$ cat config.mk
export PLATFORM = sky130hd
export DESIGN_NAME = tua_device_flat
export DESIGN_NICKNAME = d
export VERILOG_FILES = /design/src/include/tua_pkg.sv /design/src/include/tua_link_if.sv /design/src/design/tua_device.sv /design/src/design/tua_sync_deb.sv /design/src/flat_wrapper.sv
export SDC_FILE = /design/constraint.sdc
export NUM_CORES = 1
export LEC_CHECK = 0
export ABC_CLOCK_PERIOD_IN_PS = 2450
export BUFFER_PORTS_ARGS = -buffer_cell sky130_fd_sc_hd__buf_2
export CAP_MARGIN = 20
export CORE_MARGIN = 1
export CORE_UTILIZATION = 45
export CTS_BUF_LIST = sky130_fd_sc_hd__clkbuf_4
export DETAILED_ROUTE_END_ITERATION = 10
export GPL_TIMING_DRIVEN = 0
export HOLD_SLACK_MARGIN = 0.1
export MAX_ROUTING_LAYER = met4
export SYNTH_ARGS = -nofsm -noshare
export SYNTH_HDL_FRONTEND = slang
export SYNTH_SLANG_ARGS = --single-unit
$ cat constraint.sdc
create_clock -name SYS_CLK -period 2.45 [get_ports SYS_CLK]
set_clock_uncertainty 0.15 [all_clocks]
set_input_delay 0.245 -clock SYS_CLK [delete_from_list [all_inputs] [get_ports SYS_CLK]]
set_output_delay 0.245 -clock SYS_CLK [all_outputs]
set_load 0.01 [all_outputs]
$ cat src/include/tua_pkg.sv
package tua_pkg;

  localparam int unsigned CLK_FREQ_MHZ = 200;

  // Delay times in microseconds; each stands in for an RC network.
  localparam int unsigned DEBOUNCE_US    = 2000;
  localparam int unsigned RELAY_DLY_US   = 100;
  localparam int unsigned SETTLE_DLY_US  = 500;
  localparam int unsigned LOAD_DLY_US    = 1000;
  localparam int unsigned FAULT_DLY_US   = 5000;
  localparam int unsigned HOLD_DLY_US    = 1000;

  localparam int unsigned DEBOUNCE_CYC   = DEBOUNCE_US * CLK_FREQ_MHZ;
  localparam int unsigned RELAY_DLY_CYC  = RELAY_DLY_US * CLK_FREQ_MHZ;
  localparam int unsigned SETTLE_DLY_CYC = SETTLE_DLY_US * CLK_FREQ_MHZ;
  localparam int unsigned LOAD_DLY_CYC   = LOAD_DLY_US * CLK_FREQ_MHZ;
  localparam int unsigned FAULT_DLY_CYC  = FAULT_DLY_US * CLK_FREQ_MHZ;
  localparam int unsigned HOLD_DLY_CYC   = HOLD_DLY_US * CLK_FREQ_MHZ;

  // Controller register map, byte addresses.
  localparam logic [3:0] CTRL_OFFSET   = 4'h0;
  localparam logic [3:0] STATUS_OFFSET = 4'h4;

  // Control register fields.
  localparam int unsigned CTRL_SELECT_BIT = 0;
  localparam int unsigned CTRL_DETACH_BIT = 1;
  localparam int unsigned CTRL_RLOAD_BIT  = 2;
  localparam int unsigned CTRL_FWD_BIT    = 3;
  localparam int unsigned CTRL_REV_BIT    = 4;
  localparam int unsigned CTRL_WIDTH      = 5;
  localparam logic [4:0]  CTRL_RESET      = 5'h00;

  // Status register fields.
  localparam int unsigned STAT_ATTACHED_BIT = 0;
  localparam int unsigned STAT_READY_BIT    = 1;
  localparam int unsigned STAT_CMD_RDY_BIT  = 2;
  localparam int unsigned STAT_FAULT_BIT    = 3;

  typedef enum logic [2:0]
  {
    RL_IDLE      = 3'b000,
    RL_RELAY     = 3'b001,
    RL_SETTLE    = 3'b010,
    RL_LOAD_DLY  = 3'b011,
    RL_FAULT_WAIT = 3'b100,
    RL_HOLD      = 3'b101
  } tua_rl_e;

endpackage

$ cat src/include/tua_link_if.sv
`timescale 1ns/1ps
interface tua_link_if;
  logic host_unit_address_match;
  logic host_detach_request;
  logic host_remote_load_request_n;
  logic host_forward_command;
  logic host_reverse_command;
  logic host_attached_status;
  logic host_ready_n;
  logic command_ready_out;
  logic load_timeout_fault;

  modport dev
  (
    input  host_unit_address_match,
    input  host_detach_request,
    input  host_remote_load_request_n,
    input  host_forward_command,
    input  host_reverse_command,
    output host_attached_status,
    output host_ready_n,
    output command_ready_out,
    output load_timeout_fault
  );

  modport host
  (
    output host_unit_address_match,
    output host_detach_request,
    output host_remote_load_request_n,
    output host_forward_command,
    output host_reverse_command,
    input  host_attached_status,
    input  host_ready_n,
    input  command_ready_out,
    input  load_timeout_fault
  );
endinterface

$ cat src/design/tua_device.sv
`timescale 1ns/1ps
// Notes on behaviour
// - After load, attach press sets attach, lamp.
// - Attach press while attached detaches.
// - Reset press drops panel clears, detaching.
// - Attached status needs attach and select_b.
// - Host detach request clears attach.
// - Auto-attach strobe high during unattached load-forward while not rewinding.
// - Strobe falling edge sets attach.
// - Remote load request latches only when selected.
// - Latch drives remote-load-active and arms attach.
// - Relay delay done requests reel relay.
// - Settle done starts load delay, releases relay.
// - Load delay done drives reels, starts fault timer.
// - No vacuum in time: fault, reset, abort.
// - Vacuum closes: raise panel clears, start hold.
// - Hold expiry clears latch, strobe sets attach.
// - Host sends commands only with its select bit set, in the same cycle as select.
// - Strap makes select need attach.
// - Straps choose select_b and select_c sources.
// - Panel disable option locks attach switch while attached and selected.
// - Ready only attached, selected, idle, interlocked.
// - Ready host commands request matching ramp.
// - Detached and ready: manual jog, end-blocked.
module tua_device
  import tua_pkg::*;
#(
  parameter int unsigned DEB_CYC    = DEBOUNCE_CYC,
  parameter int unsigned RELAY_CYC  = RELAY_DLY_CYC,
  parameter int unsigned SETTLE_CYC = SETTLE_DLY_CYC,
  parameter int unsigned LOAD_CYC   = LOAD_DLY_CYC,
  parameter int unsigned FAULT_CYC  = FAULT_DLY_CYC,
  parameter int unsigned HOLD_CYC   = HOLD_DLY_CYC
)
(
  input  wire logic SYS_CLK,
  input  wire logic SYS_RST,
  tua_link_if.dev   LINK,
  input  wire logic PANEL_ATTACH_SW,
  input  wire logic PANEL_RESET_SW,
  input  wire logic MANUAL_FWD_SW,
  input  wire logic MANUAL_REV_SW,
  input  wire logic LOAD_COMPLETE_FLAG,
  input  wire logic LOAD_FORWARD_PHASE,
  input  wire logic REWIND_ACTIVE,
  input  wire logic BEGINNING_OF_TAPE_MARKER,
  input  wire logic END_OF_TAPE_MARKER,
  input  wire logic VACUUM_SWITCH_CLOSED,
  input  wire logic STRAP_AUTO_ATTACH,
  input  wire logic STRAP_SELECT_NEEDS_ATTACH,
  input  wire logic STRAP_SELECT_B_CONTINUOUS,
  input  wire logic STRAP_SELECT_C_DUPLICATES_B,
  input  wire logic STRAP_PANEL_DISABLE,
  output logic      ATTACH_LAMP,
  output logic      SELECT_OUT,
  output logic      SELECT_C_OUT,
  output logic      REEL_RELAY_REQUEST_N,
  output logic      LOAD_READY_N,
  output logic      GENERAL_RESET_N,
  output logic      RAMP_FORWARD_REQ,
  output logic      RAMP_REVERSE_REQ
);

  if (RELAY_CYC < 1 || SETTLE_CYC < 1 || LOAD_CYC < 1 || FAULT_CYC < 1 || HOLD_CYC < 1)
    $error("tua_device delay counts must be at least one");

  logic [3:0]  sw_level;
  logic [3:0]  sw_rise;
  logic [10:0] pin_level;

  // Panel switches get the long debounce; sensors and straps need only the synchroniser.
  tua_sync_deb #(.W(4), .DEB(DEB_CYC)) u_sw_sync
  (
    .clk   (SYS_CLK),
    .rst   (SYS_RST),
    .din   ({MANUAL_REV_SW, MANUAL_FWD_SW, PANEL_RESET_SW, PANEL_ATTACH_SW}),
    .level (sw_level),
    .rise  (sw_rise)
  );

  tua_sync_deb #(.W(11), .DEB(1)) u_pin_sync
  (
    .clk   (SYS_CLK),
    .rst   (SYS_RST),
    .din   ({STRAP_PANEL_DISABLE, STRAP_SELECT_C_DUPLICATES_B, STRAP_SELECT_B_CONTINUOUS,
             STRAP_SELECT_NEEDS_ATTACH, STRAP_AUTO_ATTACH, VACUUM_SWITCH_CLOSED,
             END_OF_TAPE_MARKER, BEGINNING_OF_TAPE_MARKER, REWIND_ACTIVE,
             LOAD_FORWARD_PHASE, LOAD_COMPLETE_FLAG}),
    .level (pin_level),
    .rise  ()
  );

  wire attach_press  = sw_rise[0];
  wire reset_press   = sw_rise[1];
  wire man_fwd       = sw_level[2];
  wire man_rev       = sw_level[3];
  wire load_complete = pin_level[0];
  wire load_fwd      = pin_level[1];
  wire rewinding     = pin_level[2];
  wire bot_marker    = pin_level[3];
  wire eot_marker    = pin_level[4];
  wire vacuum        = pin_level[5];
  wire strap_auto    = pin_level[6];
  wire strap_sel_att = pin_level[7];
  wire strap_b_cont  = pin_level[8];
  wire strap_c_dup   = pin_level[9];
  wire strap_lock    = pin_level[10];

  tua_rl_e     state_q;
  tua_rl_e     state_d;
  logic [31:0] cnt_q;
  logic [31:0] cnt_d;
  logic        attach_q;
  logic        panel_clear_d_q;
  logic        panel_clear_c_q;
  logic        remote_load_latch_q;
  logic        settle_done_latch_q;
  logic        strobe_q;
  logic        vacuum_q;
  logic        fault_q;
  logic        select_a_q;
  logic        select_b_q;
  logic        select_c_q;
  logic        status_q;
  logic        ready_q;
  logic        ready_n_q;
  logic        relay_n_q;
  logic        load_ready_n_q;
  logic        gen_reset_n_q;
  logic        ramp_fwd_q;
  logic        ramp_rev_q;

  wire tmr_done = cnt_q == 32'h0;
  wire vac_rise = vacuum & ~vacuum_q;

  // Selection qualifiers.
  wire select_a = LINK.host_unit_address_match & (~strap_sel_att | attach_q);
  wire select_b = strap_b_cont | select_a;
  wire select_c = strap_c_dup ? select_b : select_a;

  // Remote load sequence events.
  // The select seen on the link this cycle qualifies the request, so a select and a
  // request that arrive together are not lost.
  wire rl_set        = ~LINK.host_remote_load_request_n & select_a & ~remote_load_latch_q;
  wire fault_evt     = state_q == RL_FAULT_WAIT && !vacuum && tmr_done;
  wire hold_done     = state_q == RL_HOLD && tmr_done;
  wire rl_active     = remote_load_latch_q && (state_q == RL_RELAY || state_q == RL_SETTLE);
  wire relay_done    = state_q == RL_SETTLE;

  // The strobe arms the attach flip-flop; its fall performs the set.
  wire strobe = ~attach_q & ((strap_auto & load_fwd & ~rewinding) | remote_load_latch_q);
  wire strobe_fall = strobe_q & ~strobe;

  // Panel toggle, unless the panel is locked by the disable option.
  wire panel_lock = strap_lock & attach_q & select_a_q;
  wire toggle     = attach_press & ~panel_lock;
  // General reset acts as a clear for one more cycle, so the strobe fall after a fault cannot attach.
  wire clear_att  = reset_press | LINK.host_detach_request | fault_evt | ~gen_reset_n_q;
  wire set_att    = panel_clear_c_q & ((toggle & ~attach_q & load_complete) | strobe_fall);

  // Motion gating.
  wire unit_ready = vacuum & ~rewinding & ~load_fwd & ~remote_load_latch_q;
  wire cmd_ready  = attach_q & select_a_q & unit_ready;
  wire jog_enable = ~attach_q & unit_ready;
  wire fwd_req    = (cmd_ready & LINK.host_forward_command) | (jog_enable & man_fwd & ~eot_marker);
  wire rev_req    = (cmd_ready & LINK.host_reverse_command) | (jog_enable & man_rev & ~bot_marker);

  always_comb
  begin
    state_d = state_q;
    cnt_d   = tmr_done ? 32'h0 : cnt_q - 32'h1;
    case (state_q)
      RL_IDLE:
        if (rl_set)
        begin
          state_d = RL_RELAY;
          cnt_d   = 32'(RELAY_CYC - 1);
        end
      RL_RELAY:
        if (tmr_done)
        begin
          state_d = RL_SETTLE;
          cnt_d   = 32'(SETTLE_CYC - 1);
        end
      RL_SETTLE:
        if (tmr_done)
        begin
          state_d = RL_LOAD_DLY;
          cnt_d   = 32'(LOAD_CYC - 1);
        end
      RL_LOAD_DLY:
        if (tmr_done)
        begin
          state_d = RL_FAULT_WAIT;
          cnt_d   = 32'(FAULT_CYC - 1);
        end
      RL_FAULT_WAIT:
        if (vacuum)
        begin
          state_d = RL_HOLD;
          cnt_d   = 32'(HOLD_CYC - 1);
        end
        else if (tmr_done)
          state_d = RL_IDLE;
      RL_HOLD:
        if (tmr_done)
          state_d = RL_IDLE;
      default:
        state_d = RL_IDLE;
    endcase
  end

  always_ff @(posedge SYS_CLK)
  begin
    if (SYS_RST)
    begin
      state_q <= RL_IDLE;
      cnt_q   <= 32'h0;
    end
    else
    begin
      state_q <= state_d;
      cnt_q   <= cnt_d;
    end
  end

  // Attach flip-flop: any clear beats a set landing in the same cycle.
  always_ff @(posedge SYS_CLK)
  begin
    if (SYS_RST)
      attach_q <= 1'b0;
    else if (clear_att)
      attach_q <= 1'b0;
    else if (toggle & attach_q)
      attach_q <= 1'b0;
    else if (set_att)
      attach_q <= 1'b1;
  end

  always_ff @(posedge SYS_CLK)
  begin
    if (SYS_RST)
    begin
      panel_clear_d_q <= 1'b1;
      panel_clear_c_q <= 1'b1;
      vacuum_q        <= 1'b0;
      strobe_q        <= 1'b0;
    end
    else
    begin
      panel_clear_d_q <= reset_press ? 1'b0 : (vac_rise ? 1'b1 : panel_clear_d_q);
      panel_clear_c_q <= reset_press ? 1'b0 : panel_clear_d_q;
      vacuum_q        <= vacuum;
      strobe_q        <= strobe;
    end
  end

  // Each latch's set wins over its clear; a new remote load request starts the sequence again.
  always_ff @(posedge SYS_CLK)
  begin
    if (SYS_RST)
    begin
      remote_load_latch_q <= 1'b0;
      settle_done_latch_q <= 1'b0;
      fault_q             <= 1'b0;
      gen_reset_n_q       <= 1'b1;
    end
    else
    begin
      remote_load_latch_q <= rl_set | (remote_load_latch_q & ~fault_evt & ~settle_done_latch_q);
      settle_done_latch_q <= hold_done | (settle_done_latch_q & ~rl_set);
      fault_q             <= fault_evt | (fault_q & ~rl_set & ~reset_press);
      gen_reset_n_q       <= ~fault_evt;
    end
  end

  always_ff @(posedge SYS_CLK)
  begin
    if (SYS_RST)
    begin
      select_a_q     <= 1'b0;
      select_b_q     <= 1'b0;
      select_c_q     <= 1'b0;
      status_q       <= 1'b0;
      ready_q        <= 1'b0;
      ready_n_q      <= 1'b1;
      relay_n_q      <= 1'b1;
      load_ready_n_q <= 1'b1;
      ramp_fwd_q     <= 1'b0;
      ramp_rev_q     <= 1'b0;
    end
    else
    begin
      select_a_q     <= select_a;
      select_b_q     <= select_b;
      select_c_q     <= select_c;
      status_q       <= attach_q & select_b_q;
      ready_q        <= cmd_ready;
      ready_n_q      <= ~cmd_ready;
      relay_n_q      <= ~(relay_done & rl_active);
      load_ready_n_q <= ~(state_q == RL_FAULT_WAIT && !vacuum);
      // Forward wins if both directions are asked at once.
      ramp_fwd_q     <= fwd_req;
      ramp_rev_q     <= rev_req & ~fwd_req;
    end
  end

  assign ATTACH_LAMP               = attach_q;
  assign SELECT_OUT                = select_a_q;
  assign SELECT_C_OUT              = select_c_q;
  assign REEL_RELAY_REQUEST_N      = relay_n_q;
  assign LOAD_READY_N              = load_ready_n_q;
  assign GENERAL_RESET_N           = gen_reset_n_q;
  assign RAMP_FORWARD_REQ          = ramp_fwd_q;
  assign RAMP_REVERSE_REQ          = ramp_rev_q;
  assign LINK.host_attached_status = status_q;
  assign LINK.host_ready_n         = ready_n_q;
  assign LINK.command_ready_out    = ready_q;
  assign LINK.load_timeout_fault   = fault_q;

endmodule

$ cat src/design/tua_sync_deb.sv
`timescale 1ns/1ps
module tua_sync_deb
  import tua_pkg::*;
#(
  parameter int unsigned W   = 1,
  parameter int unsigned DEB = 1
)
(
  input  wire logic         clk,
  input  wire logic         rst,
  input  wire logic [W-1:0] din,
  output logic      [W-1:0] level,
  output logic      [W-1:0] rise
);

  if (W < 1 || DEB < 1)
    $error("tua_sync_deb needs W and DEB of at least one");

  logic [W-1:0] meta_q;
  logic [W-1:0] sync_q;
  logic [W-1:0] level_q;
  logic [W-1:0] prev_q;

  always_ff @(posedge clk)
  begin
    if (rst)
    begin
      meta_q <= '0;
      sync_q <= '0;
      prev_q <= '0;
    end
    else
    begin
      meta_q <= din;
      sync_q <= meta_q;
      prev_q <= level_q;
    end
  end

  // A level is accepted only after it has held for DEB cycles, so contact bounce is lost.
  for (genvar i = 0; i < W; i++)
  begin : g_bit
    logic [31:0] cnt_q;
    wire         differs = sync_q[i] != level_q[i];
    wire         settled = cnt_q == 32'(DEB - 1);
    always_ff @(posedge clk)
    begin
      if (rst)
      begin
        cnt_q      <= 32'h0;
        level_q[i] <= 1'b0;
      end
      else if (!differs)
        cnt_q <= 32'h0;
      else if (settled)
      begin
        cnt_q      <= 32'h0;
        level_q[i] <= sync_q[i];
      end
      else
        cnt_q <= cnt_q + 32'h1;
    end
  end

  assign level = level_q;
  assign rise  = level_q & ~prev_q;

endmodule

$ cat src/flat_wrapper.sv
// flat-port wrapper written by rule: the top's interface ports become plain ports
module tua_device_flat import tua_pkg::*;
#(
  parameter int unsigned DEB_CYC    = DEBOUNCE_CYC,
  parameter int unsigned RELAY_CYC  = RELAY_DLY_CYC,
  parameter int unsigned SETTLE_CYC = SETTLE_DLY_CYC,
  parameter int unsigned LOAD_CYC   = LOAD_DLY_CYC,
  parameter int unsigned FAULT_CYC  = FAULT_DLY_CYC,
  parameter int unsigned HOLD_CYC   = HOLD_DLY_CYC
)
  (SYS_CLK, SYS_RST, PANEL_ATTACH_SW, PANEL_RESET_SW, MANUAL_FWD_SW, MANUAL_REV_SW, LOAD_COMPLETE_FLAG, LOAD_FORWARD_PHASE, REWIND_ACTIVE, BEGINNING_OF_TAPE_MARKER, END_OF_TAPE_MARKER, VACUUM_SWITCH_CLOSED, STRAP_AUTO_ATTACH, STRAP_SELECT_NEEDS_ATTACH, STRAP_SELECT_B_CONTINUOUS, STRAP_SELECT_C_DUPLICATES_B, STRAP_PANEL_DISABLE, ATTACH_LAMP, SELECT_OUT, SELECT_C_OUT, REEL_RELAY_REQUEST_N, LOAD_READY_N, GENERAL_RESET_N, RAMP_FORWARD_REQ, RAMP_REVERSE_REQ, LINK_host_unit_address_match, LINK_host_detach_request, LINK_host_remote_load_request_n, LINK_host_forward_command, LINK_host_reverse_command, LINK_host_attached_status, LINK_host_ready_n, LINK_command_ready_out, LINK_load_timeout_fault);
  tua_link_if LINK_i ();
  input  wire logic SYS_CLK;
  input  wire logic SYS_RST;
  input  wire logic PANEL_ATTACH_SW;
  input  wire logic PANEL_RESET_SW;
  input  wire logic MANUAL_FWD_SW;
  input  wire logic MANUAL_REV_SW;
  input  wire logic LOAD_COMPLETE_FLAG;
  input  wire logic LOAD_FORWARD_PHASE;
  input  wire logic REWIND_ACTIVE;
  input  wire logic BEGINNING_OF_TAPE_MARKER;
  input  wire logic END_OF_TAPE_MARKER;
  input  wire logic VACUUM_SWITCH_CLOSED;
  input  wire logic STRAP_AUTO_ATTACH;
  input  wire logic STRAP_SELECT_NEEDS_ATTACH;
  input  wire logic STRAP_SELECT_B_CONTINUOUS;
  input  wire logic STRAP_SELECT_C_DUPLICATES_B;
  input  wire logic STRAP_PANEL_DISABLE;
  output logic ATTACH_LAMP;
  output logic SELECT_OUT;
  output logic SELECT_C_OUT;
  output logic REEL_RELAY_REQUEST_N;
  output logic LOAD_READY_N;
  output logic GENERAL_RESET_N;
  output logic RAMP_FORWARD_REQ;
  output logic RAMP_REVERSE_REQ;
  input wire logic [$bits(LINK_i.host_unit_address_match)-1:0] LINK_host_unit_address_match;
  input wire logic [$bits(LINK_i.host_detach_request)-1:0] LINK_host_detach_request;
  input wire logic [$bits(LINK_i.host_remote_load_request_n)-1:0] LINK_host_remote_load_request_n;
  input wire logic [$bits(LINK_i.host_forward_command)-1:0] LINK_host_forward_command;
  input wire logic [$bits(LINK_i.host_reverse_command)-1:0] LINK_host_reverse_command;
  output wire logic [$bits(LINK_i.host_attached_status)-1:0] LINK_host_attached_status;
  output wire logic [$bits(LINK_i.host_ready_n)-1:0] LINK_host_ready_n;
  output wire logic [$bits(LINK_i.command_ready_out)-1:0] LINK_command_ready_out;
  output wire logic [$bits(LINK_i.load_timeout_fault)-1:0] LINK_load_timeout_fault;
  assign LINK_i.host_unit_address_match = LINK_host_unit_address_match;
  assign LINK_i.host_detach_request = LINK_host_detach_request;
  assign LINK_i.host_remote_load_request_n = LINK_host_remote_load_request_n;
  assign LINK_i.host_forward_command = LINK_host_forward_command;
  assign LINK_i.host_reverse_command = LINK_host_reverse_command;
  assign LINK_host_attached_status = LINK_i.host_attached_status;
  assign LINK_host_ready_n = LINK_i.host_ready_n;
  assign LINK_command_ready_out = LINK_i.command_ready_out;
  assign LINK_load_timeout_fault = LINK_i.load_timeout_fault;
  tua_device #(.DEB_CYC(DEB_CYC), .RELAY_CYC(RELAY_CYC), .SETTLE_CYC(SETTLE_CYC), .LOAD_CYC(LOAD_CYC), .FAULT_CYC(FAULT_CYC), .HOLD_CYC(HOLD_CYC)) u_core (.SYS_CLK(SYS_CLK), .SYS_RST(SYS_RST), .LINK(LINK_i), .PANEL_ATTACH_SW(PANEL_ATTACH_SW), .PANEL_RESET_SW(PANEL_RESET_SW), .MANUAL_FWD_SW(MANUAL_FWD_SW), .MANUAL_REV_SW(MANUAL_REV_SW), .LOAD_COMPLETE_FLAG(LOAD_COMPLETE_FLAG), .LOAD_FORWARD_PHASE(LOAD_FORWARD_PHASE), .REWIND_ACTIVE(REWIND_ACTIVE), .BEGINNING_OF_TAPE_MARKER(BEGINNING_OF_TAPE_MARKER), .END_OF_TAPE_MARKER(END_OF_TAPE_MARKER), .VACUUM_SWITCH_CLOSED(VACUUM_SWITCH_CLOSED), .STRAP_AUTO_ATTACH(STRAP_AUTO_ATTACH), .STRAP_SELECT_NEEDS_ATTACH(STRAP_SELECT_NEEDS_ATTACH), .STRAP_SELECT_B_CONTINUOUS(STRAP_SELECT_B_CONTINUOUS), .STRAP_SELECT_C_DUPLICATES_B(STRAP_SELECT_C_DUPLICATES_B), .STRAP_PANEL_DISABLE(STRAP_PANEL_DISABLE), .ATTACH_LAMP(ATTACH_LAMP), .SELECT_OUT(SELECT_OUT), .SELECT_C_OUT(SELECT_C_OUT), .REEL_RELAY_REQUEST_N(REEL_RELAY_REQUEST_N), .LOAD_READY_N(LOAD_READY_N), .GENERAL_RESET_N(GENERAL_RESET_N), .RAMP_FORWARD_REQ(RAMP_FORWARD_REQ), .RAMP_REVERSE_REQ(RAMP_REVERSE_REQ));
endmodule
## After elaboration in Yosys (flattened, before gate mapping)

Cells that the tools add are included.

| storage, ports and cells | value |
|---|---|
| input port bits | 22 |
| logic and storage cells | 254 |
| flip-flop bits (word level) | 581 |
| output and inout port bits | 12 |

| cells by class | value |
|---|---|
| bitwise logic cells | 84 |
| eq/ne operators | 28 |
| reduce and logical (&&, ||, !) cells | 52 |
| multiplexer cells | 18 |
| add/subtract/negate cells | 16 |

Operators with widths:

| cell | count |
|---|---|
| adder 32 x 1 -> 32 bit (second input constant) | 15 |
| logical NOT 32 bit | 12 |
| 2-to-1 mux 32 bit | 6 |
| one-hot mux 32 bit (5 select lines) | 1 |
| == test 32 x 19 -> 1 bit (second input constant) | 4 |
| OR reduction 3 bit | 16 |
| AND 1 bit | 35 |
| inverter 1 bit | 35 |
| subtractor 32 x 1 -> 32 bit (second input constant) | 1 |
| AND reduction 2 bit | 15 |
| 2-to-1 mux 3 bit | 6 |
| one-hot mux 3 bit (6 select lines) | 1 |
| inequality test 1 bit | 15 |
| OR 1 bit | 12 |
| inequality test 2 x 1 -> 1 bit (second input constant) | 4 |
| == test 3 x 2 -> 1 bit (second input constant) | 2 |
| == test 3 bit (second input constant) | 2 |
| logical AND 1 bit | 4 |
| 2-to-1 mux 1 bit | 4 |
| AND reduction 4 bit | 1 |
| == test 3 x 1 -> 1 bit (second input constant) | 1 |
| logical NOT 3 bit | 1 |
| AND 2 bit | 1 |
| inverter 2 bit | 1 |
| other kinds (3) | 3 |

## Depth between registers and ports, before layout

| depth | value |
|---|---|
| depth in word-level cells | 10 |
| depth in mapped cells | 9 |
| depth with buffers taken out | 7 |

## Hierarchy

A second synthesis with hierarchy kept.

| second synthesis, totals | value |
|---|---|
| cell total of the unflattened synthesis | 3047 |
| area total of the unflattened synthesis | 26574.2 sq um |

Modules (own cells, without submodules):

| module | cells each | sequential area each (sq um) | times used | area an instance (sq um) |
|---|---|---|---|---|
| tua_sync_deb (u_core.u_pin_sync) | 2030 | 7927.6 | 1 | 17628.2 |
| tua_sync_deb (u_core.u_sw_sync) | 714 | 2882.8 | 1 | 6364.9 |
| tua_device | 303 | 1081.0 | 1 | 2581.2 |

## Worst setup path before layout

No wires, ideal clock.

| timing path | value |
|---|---|
| path type | reg2reg |
| from | register u_core.cnt_q[24] |
| to | register u_core.state_q[0] |
| clock period less this slack | 2258 ps |
| cell stages (with the launch flop) | 7 |
| setup time | 61 ps |
| buffers on the path | 1 |
| required time | 2239 ps |
| slack | 192 ps |
| arrival | 2047 ps |
| cell sequence | dfxtp_1 > or3_1 > buf_2 > or4_4 > nor4_4 > a211o_1 > and4_1 |

| on the way | value |
|---|---|
| word-level cells in the longest chain between the ends | 4 |
| elaborated cells on any way between the ends | 8 |
| classes of those cells | 3 x eq/ne; 3 x mux; 2 x reduce/logical |

RTL lines:

| what | line | RTL |
|---|---|---|
| start: declaration | tua_device.sv:111 | `logic [31:0] cnt_q;` |
| start signal: assignment | tua_device.sv:223 | `cnt_q <= cnt_d;` |
| logical NOT 32 bit (*) | tua_device.sv:133 | `wire tmr_done = cnt_q == 32'h0;` |
| 2-to-1 mux 3 bit (2 in a row) | -- |  |
| one-hot mux 3 bit (6 select lines) | -- |  |
| end signal: assignment | tua_device.sv:222 | `state_q <= state_d;` |
| end: declaration | tua_device.sv:109 | `tua_rl_e state_q;` |

Every way passes the cells marked *; elsewhere a longest branch is shown, timed or not.
A chain may end at the register's enable or synchronous reset.

## Worst setup path after layout

| timing path | value |
|---|---|
| from | register u_core.cnt_q[18] |
| to | register u_core.cnt_q[29] |

| on the way | value |
|---|---|
| word-level cells in the longest chain between the ends | 4 |
| elaborated cells on any way between the ends | 9 |
| classes of those cells | 1 x add/sub; 7 x mux; 1 x reduce/logical |

RTL lines:

| what | line | RTL |
|---|---|---|
| subtractor 32 x 1 -> 32 bit / logical NOT 32 bit (equally long branches) | tua_device.sv:171, tua_device.sv:133 |  |
| 2-to-1 mux 32 bit | tua_device.sv:171 | `cnt_d = tmr_done ? 32'h0 : cnt_q - 32'h1;` |
| 2-to-1 mux 32 bit, on equally long branches | -- |  |
| one-hot mux 32 bit (5 select lines) (*) | tua_device.sv:172 | `case (state_q)` |

Marked as above.

==> reports/metrics.cfg <==
[power_and_ir_drop]
p_sw_frac = 0.268
ir_drop_uv = 481
p_int_uw = 15300
combPwrFrac = 0.111
p_seq_frac = 0.479
clock_power_share = 0.410
p_sw_uw = 5590
power_uw = 20900
total_leakage_power_uw = 0.00981
powerDensity_mw_per_mm2 = 702

[synth]
yosys.area_share.adder = 0.0130
synth_nets = 3072
syn-cell-area_mm2 = 0.0259
ys_ff_latch = 581
syn_area_per_cell_um2 = 8.57
yosys_warnings = 0
synth_mux_area_frac = 0.00193
synth_cells = 3023
synth_top_family_by_area = simple AND/OR/NAND/NOR gates
synth-seq-area-share = 0.449
ys_types = 55
synth_xor_xnor_area_share = 0.163
async_flop_share = 0
synth_ff_type = dfxtp_1
synth_enable_flop_cells = 0
yosys.area_share.simple = 0.322
synth_compound_area_frac = 0.0222

[timing]
max_freq_ghz = 0.418
whs_ns = 0.290
slew_violations = 0
setup_viol = 0
relSlewSlack = 0.358
period_needed_ns = 2.39
hold_violations = 0
finalSetupTns_ns = 0
worst_pin_slew_ns = 0.956
period_share = 0.977
setup_ws_ns = 0.0557

[clock_network]
clock-root-buffer = clkbuf_4
insertion_delay_ns = 0.97
htree_levels = 4
clk_pin_slew_ns = 0.07
clkSinkCount = 581
cts_max_path_buffers = 3
cts_made_buffers = 158
cts_tree = done

[routing]
drt-vias-per-instance = 5.27
routedWlPerCell_um = 14.1
firstDrtPassIters = 5
drt_iter0_drc = 986
drt_wl_total_um = 58300
via_count = 21800
drtAntennaViolNets = 0
drc = 0

[floorplan]
rows = 87
die-height_um = 242
num_io_pins = 34
core-area_mm2 = 0.0566
die_w_um = 242
dieArea_mm2 = 0.0585
start_util = 0.458

[placement]
place.gp.congestion = 0.866
port_buffers = 33
post-dp-hpwl_um = 39500
post-place-ws_ns = -0.514
post_dp_cell_area_mm2 = 0.0270

[worst_hold_path]
whs_path_depth = 1
hp-class = reg -> reg

[grt]
grt_overflow = 0
grt_first_pass_wirelength_um = 99300
grt_max_degree = 17
grt_usage = 0.206
antenna_found_initial = 3
grt_pass1_vias = 21300

[setup_path]
startpoint_type = register
critPathCaptureType = register
cp.arrival_ns = 3.12
worstPathRequired_ns = 3.18
critPathMaxFanout = 6
ff2ff_path_depth = 5
critPathKind = reg -> reg

[finish]
multiInputGateArea_mm2 = 0.0137
nFillCells = 5442
final_area_mm2 = 0.0297
regArea_mm2 = 0.0116
syn_to_final_growth_pct = 14.7
fin_nets = 3309
final_layout_size_suffix_gt1_frac = 0.115

[outcome]
outcome = complete, no violations

[flow_run]
cap_viol_max_count = 0

-- routing by layer --
layer  vias to the layer above  track usage  wire (um)
li1                      11000            -          -
met3                        98       0.0461       2630
met4                         0       0.0884       1140
met5                         -            -          0
met2                       413        0.319      26800
met1                     10200        0.257      27800
-- layout make-up --
| type | instances | area share |
|---|---|---|
| Multi-Input combinational cell | 2239 | 0.462 |
| Sequential cell | 581 | 0.392 |
| Clock buffer | 236 | 0.0596 |
| Tap cell | 756 | 0.0318 |
| Timing Repair Buffer | 80 | 0.0208 |
| Buffer | 117 | 0.0173 |
| Inverter | 83 | 0.0105 |
| Clock inverter | 34 | 0.00632 |
| Antenna cell | 5 | 0.000421 |
-- cells in the final DEF, fill, tap and decap left out, drive strengths merged, types with 30 or more instances in the layout --
master | synthesis | routed
or3 | 30 | 30
clkbuf | 116 | 350
dfxtp | 581 | 581
nand4 | 188 | 188
nand2 | 140 | 140
nor2 | 580 | 580
nor4 | 137 | 137
buf | 4 | 42
and4 | 59 | 59
nor2b | 40 | 40
nor3 | 96 | 96
dlygate4sd3 | 0 | 41
and3 | 78 | 78
xor2 | 265 | 265
xnor2 | 216 | 216
inv | 83 | 87
nand3 | 204 | 204
a21oi | 40 | 40
-- worst paths after layout --
path                                                             from  slack (ns)                               endpoint
worst max register to register            u_core.cnt_q[18]$_SDFF_PP0_        0.06            u_core.cnt_q[29]$_SDFF_PP0_
worst min register to register  u_core.u_sw_sync.meta_q[0]$_SDFF_PP0_        0.29  u_core.u_sw_sync.sync_q[0]$_SDFF_PP0_
worst min-delay path            u_core.u_sw_sync.meta_q[0]$_SDFF_PP0_        0.29  u_core.u_sw_sync.sync_q[0]$_SDFF_PP0_
worst max-delay path                      u_core.cnt_q[18]$_SDFF_PP0_        0.06            u_core.cnt_q[29]$_SDFF_PP0_
-- flip-flops by register name, summed over array words and instances (netlist names), 2 cells and up --
register	count
u_core.u_pin_sync.g_bit.cnt_q	352
u_core.u_sw_sync.g_bit.cnt_q	128
u_core.cnt_q	32
u_core.u_pin_sync.level	11
u_core.u_pin_sync.meta_q	11
u_core.u_pin_sync.sync_q	11
u_core.u_sw_sync.level	4
u_core.u_sw_sync.meta_q	4
u_core.u_sw_sync.sync_q	4
u_core.state_q	3
u_core.u_sw_sync.prev_q	2
-- metrics by stage --
step | cells | utilization
after floorplan | 3023 | -
after global placement | 3812 | 0.477
after detailed placement | 3813 | 0.477
after CTS | 4125 | 0.521
after global routing | 4131 | 0.525
final | 4131 | 0.525
-- synth_stat cells (2+ instances only) --
cell        n  area share
and4_1     59       0.020
or2_2       9      0.0022
or3_1      30      0.0072
nor4_2      5      0.0024
nand3_1   204       0.039
clkbuf_1  116       0.017
a21oi_1    40      0.0077
nor2b_1    40      0.0097
buf_2       2     0.00039
nor4b_1    18      0.0061
mux2i_1     5      0.0019
a31oi_1     7      0.0017
nor4_1    130       0.031
and3_1     78       0.019
ha_1       27       0.013
o22ai_1     2     0.00048
o31ai_1     8      0.0023
nand4b_1    5      0.0017
nor4_4      2      0.0016
xnor2_1   216       0.073
nor2_1    580       0.084
buf_1       2     0.00029
o21ai_0    23      0.0044
nand4_1   187       0.045
and2_1     13      0.0031
or4_1      16      0.0046
nand2_1   140       0.020
a211oi_1    2     0.00058
o211ai_1    3     0.00087
a31o_2      2     0.00068
nor3_1     95       0.018
xor2_1    265       0.090
nor3b_1     3     0.00087
nand2b_1    6      0.0014
dfxtp_1   581        0.45
inv_1      83       0.012
-- critical path: stages, from the launching register on --
cell and delay [ns]:
dfxtp_1 0.37, nor3_1 0.45, nand4_1 0.34, or3_1 0.44, or4_1 0.41, a21oi_1 0.15
-- logic make-up (layout without fill, tap and decap cells) --
family | count (synthesis) | count (layout)
other cells | 0 | 5
mux | 5 | 5
compound gates | 98 | 98
simple gates | 1628 | 1628
flops | 581 | 581
xor+xnor | 481 | 481
fa+ha+maj | 27 | 27
buf+inv | 203 | 550
-- what timing repair did --
action	CTS	global route
setup endpoints to repair	123	479
gates cloned	0	0
buffers inserted	1	3
hold buffers	41	0
gates resized for setup	26	110
pin swaps	1	6
endpoints found under the hold margin	73	0
-- power groups by stage --
stage | sequential [uW] | combinational, uW | clock (uW)
final | 9980 | 2320 | 8550
after CTS | 9950 | 2180 | 8900
after detailed placement | 10100 | 2010 | 0
after floorplan | 10100 | 1590 | 0
after global placement | 10100 | 1990 | 0
after global routing | 10000 | 2540 | 9430
(Power assumes the default switching activity.)
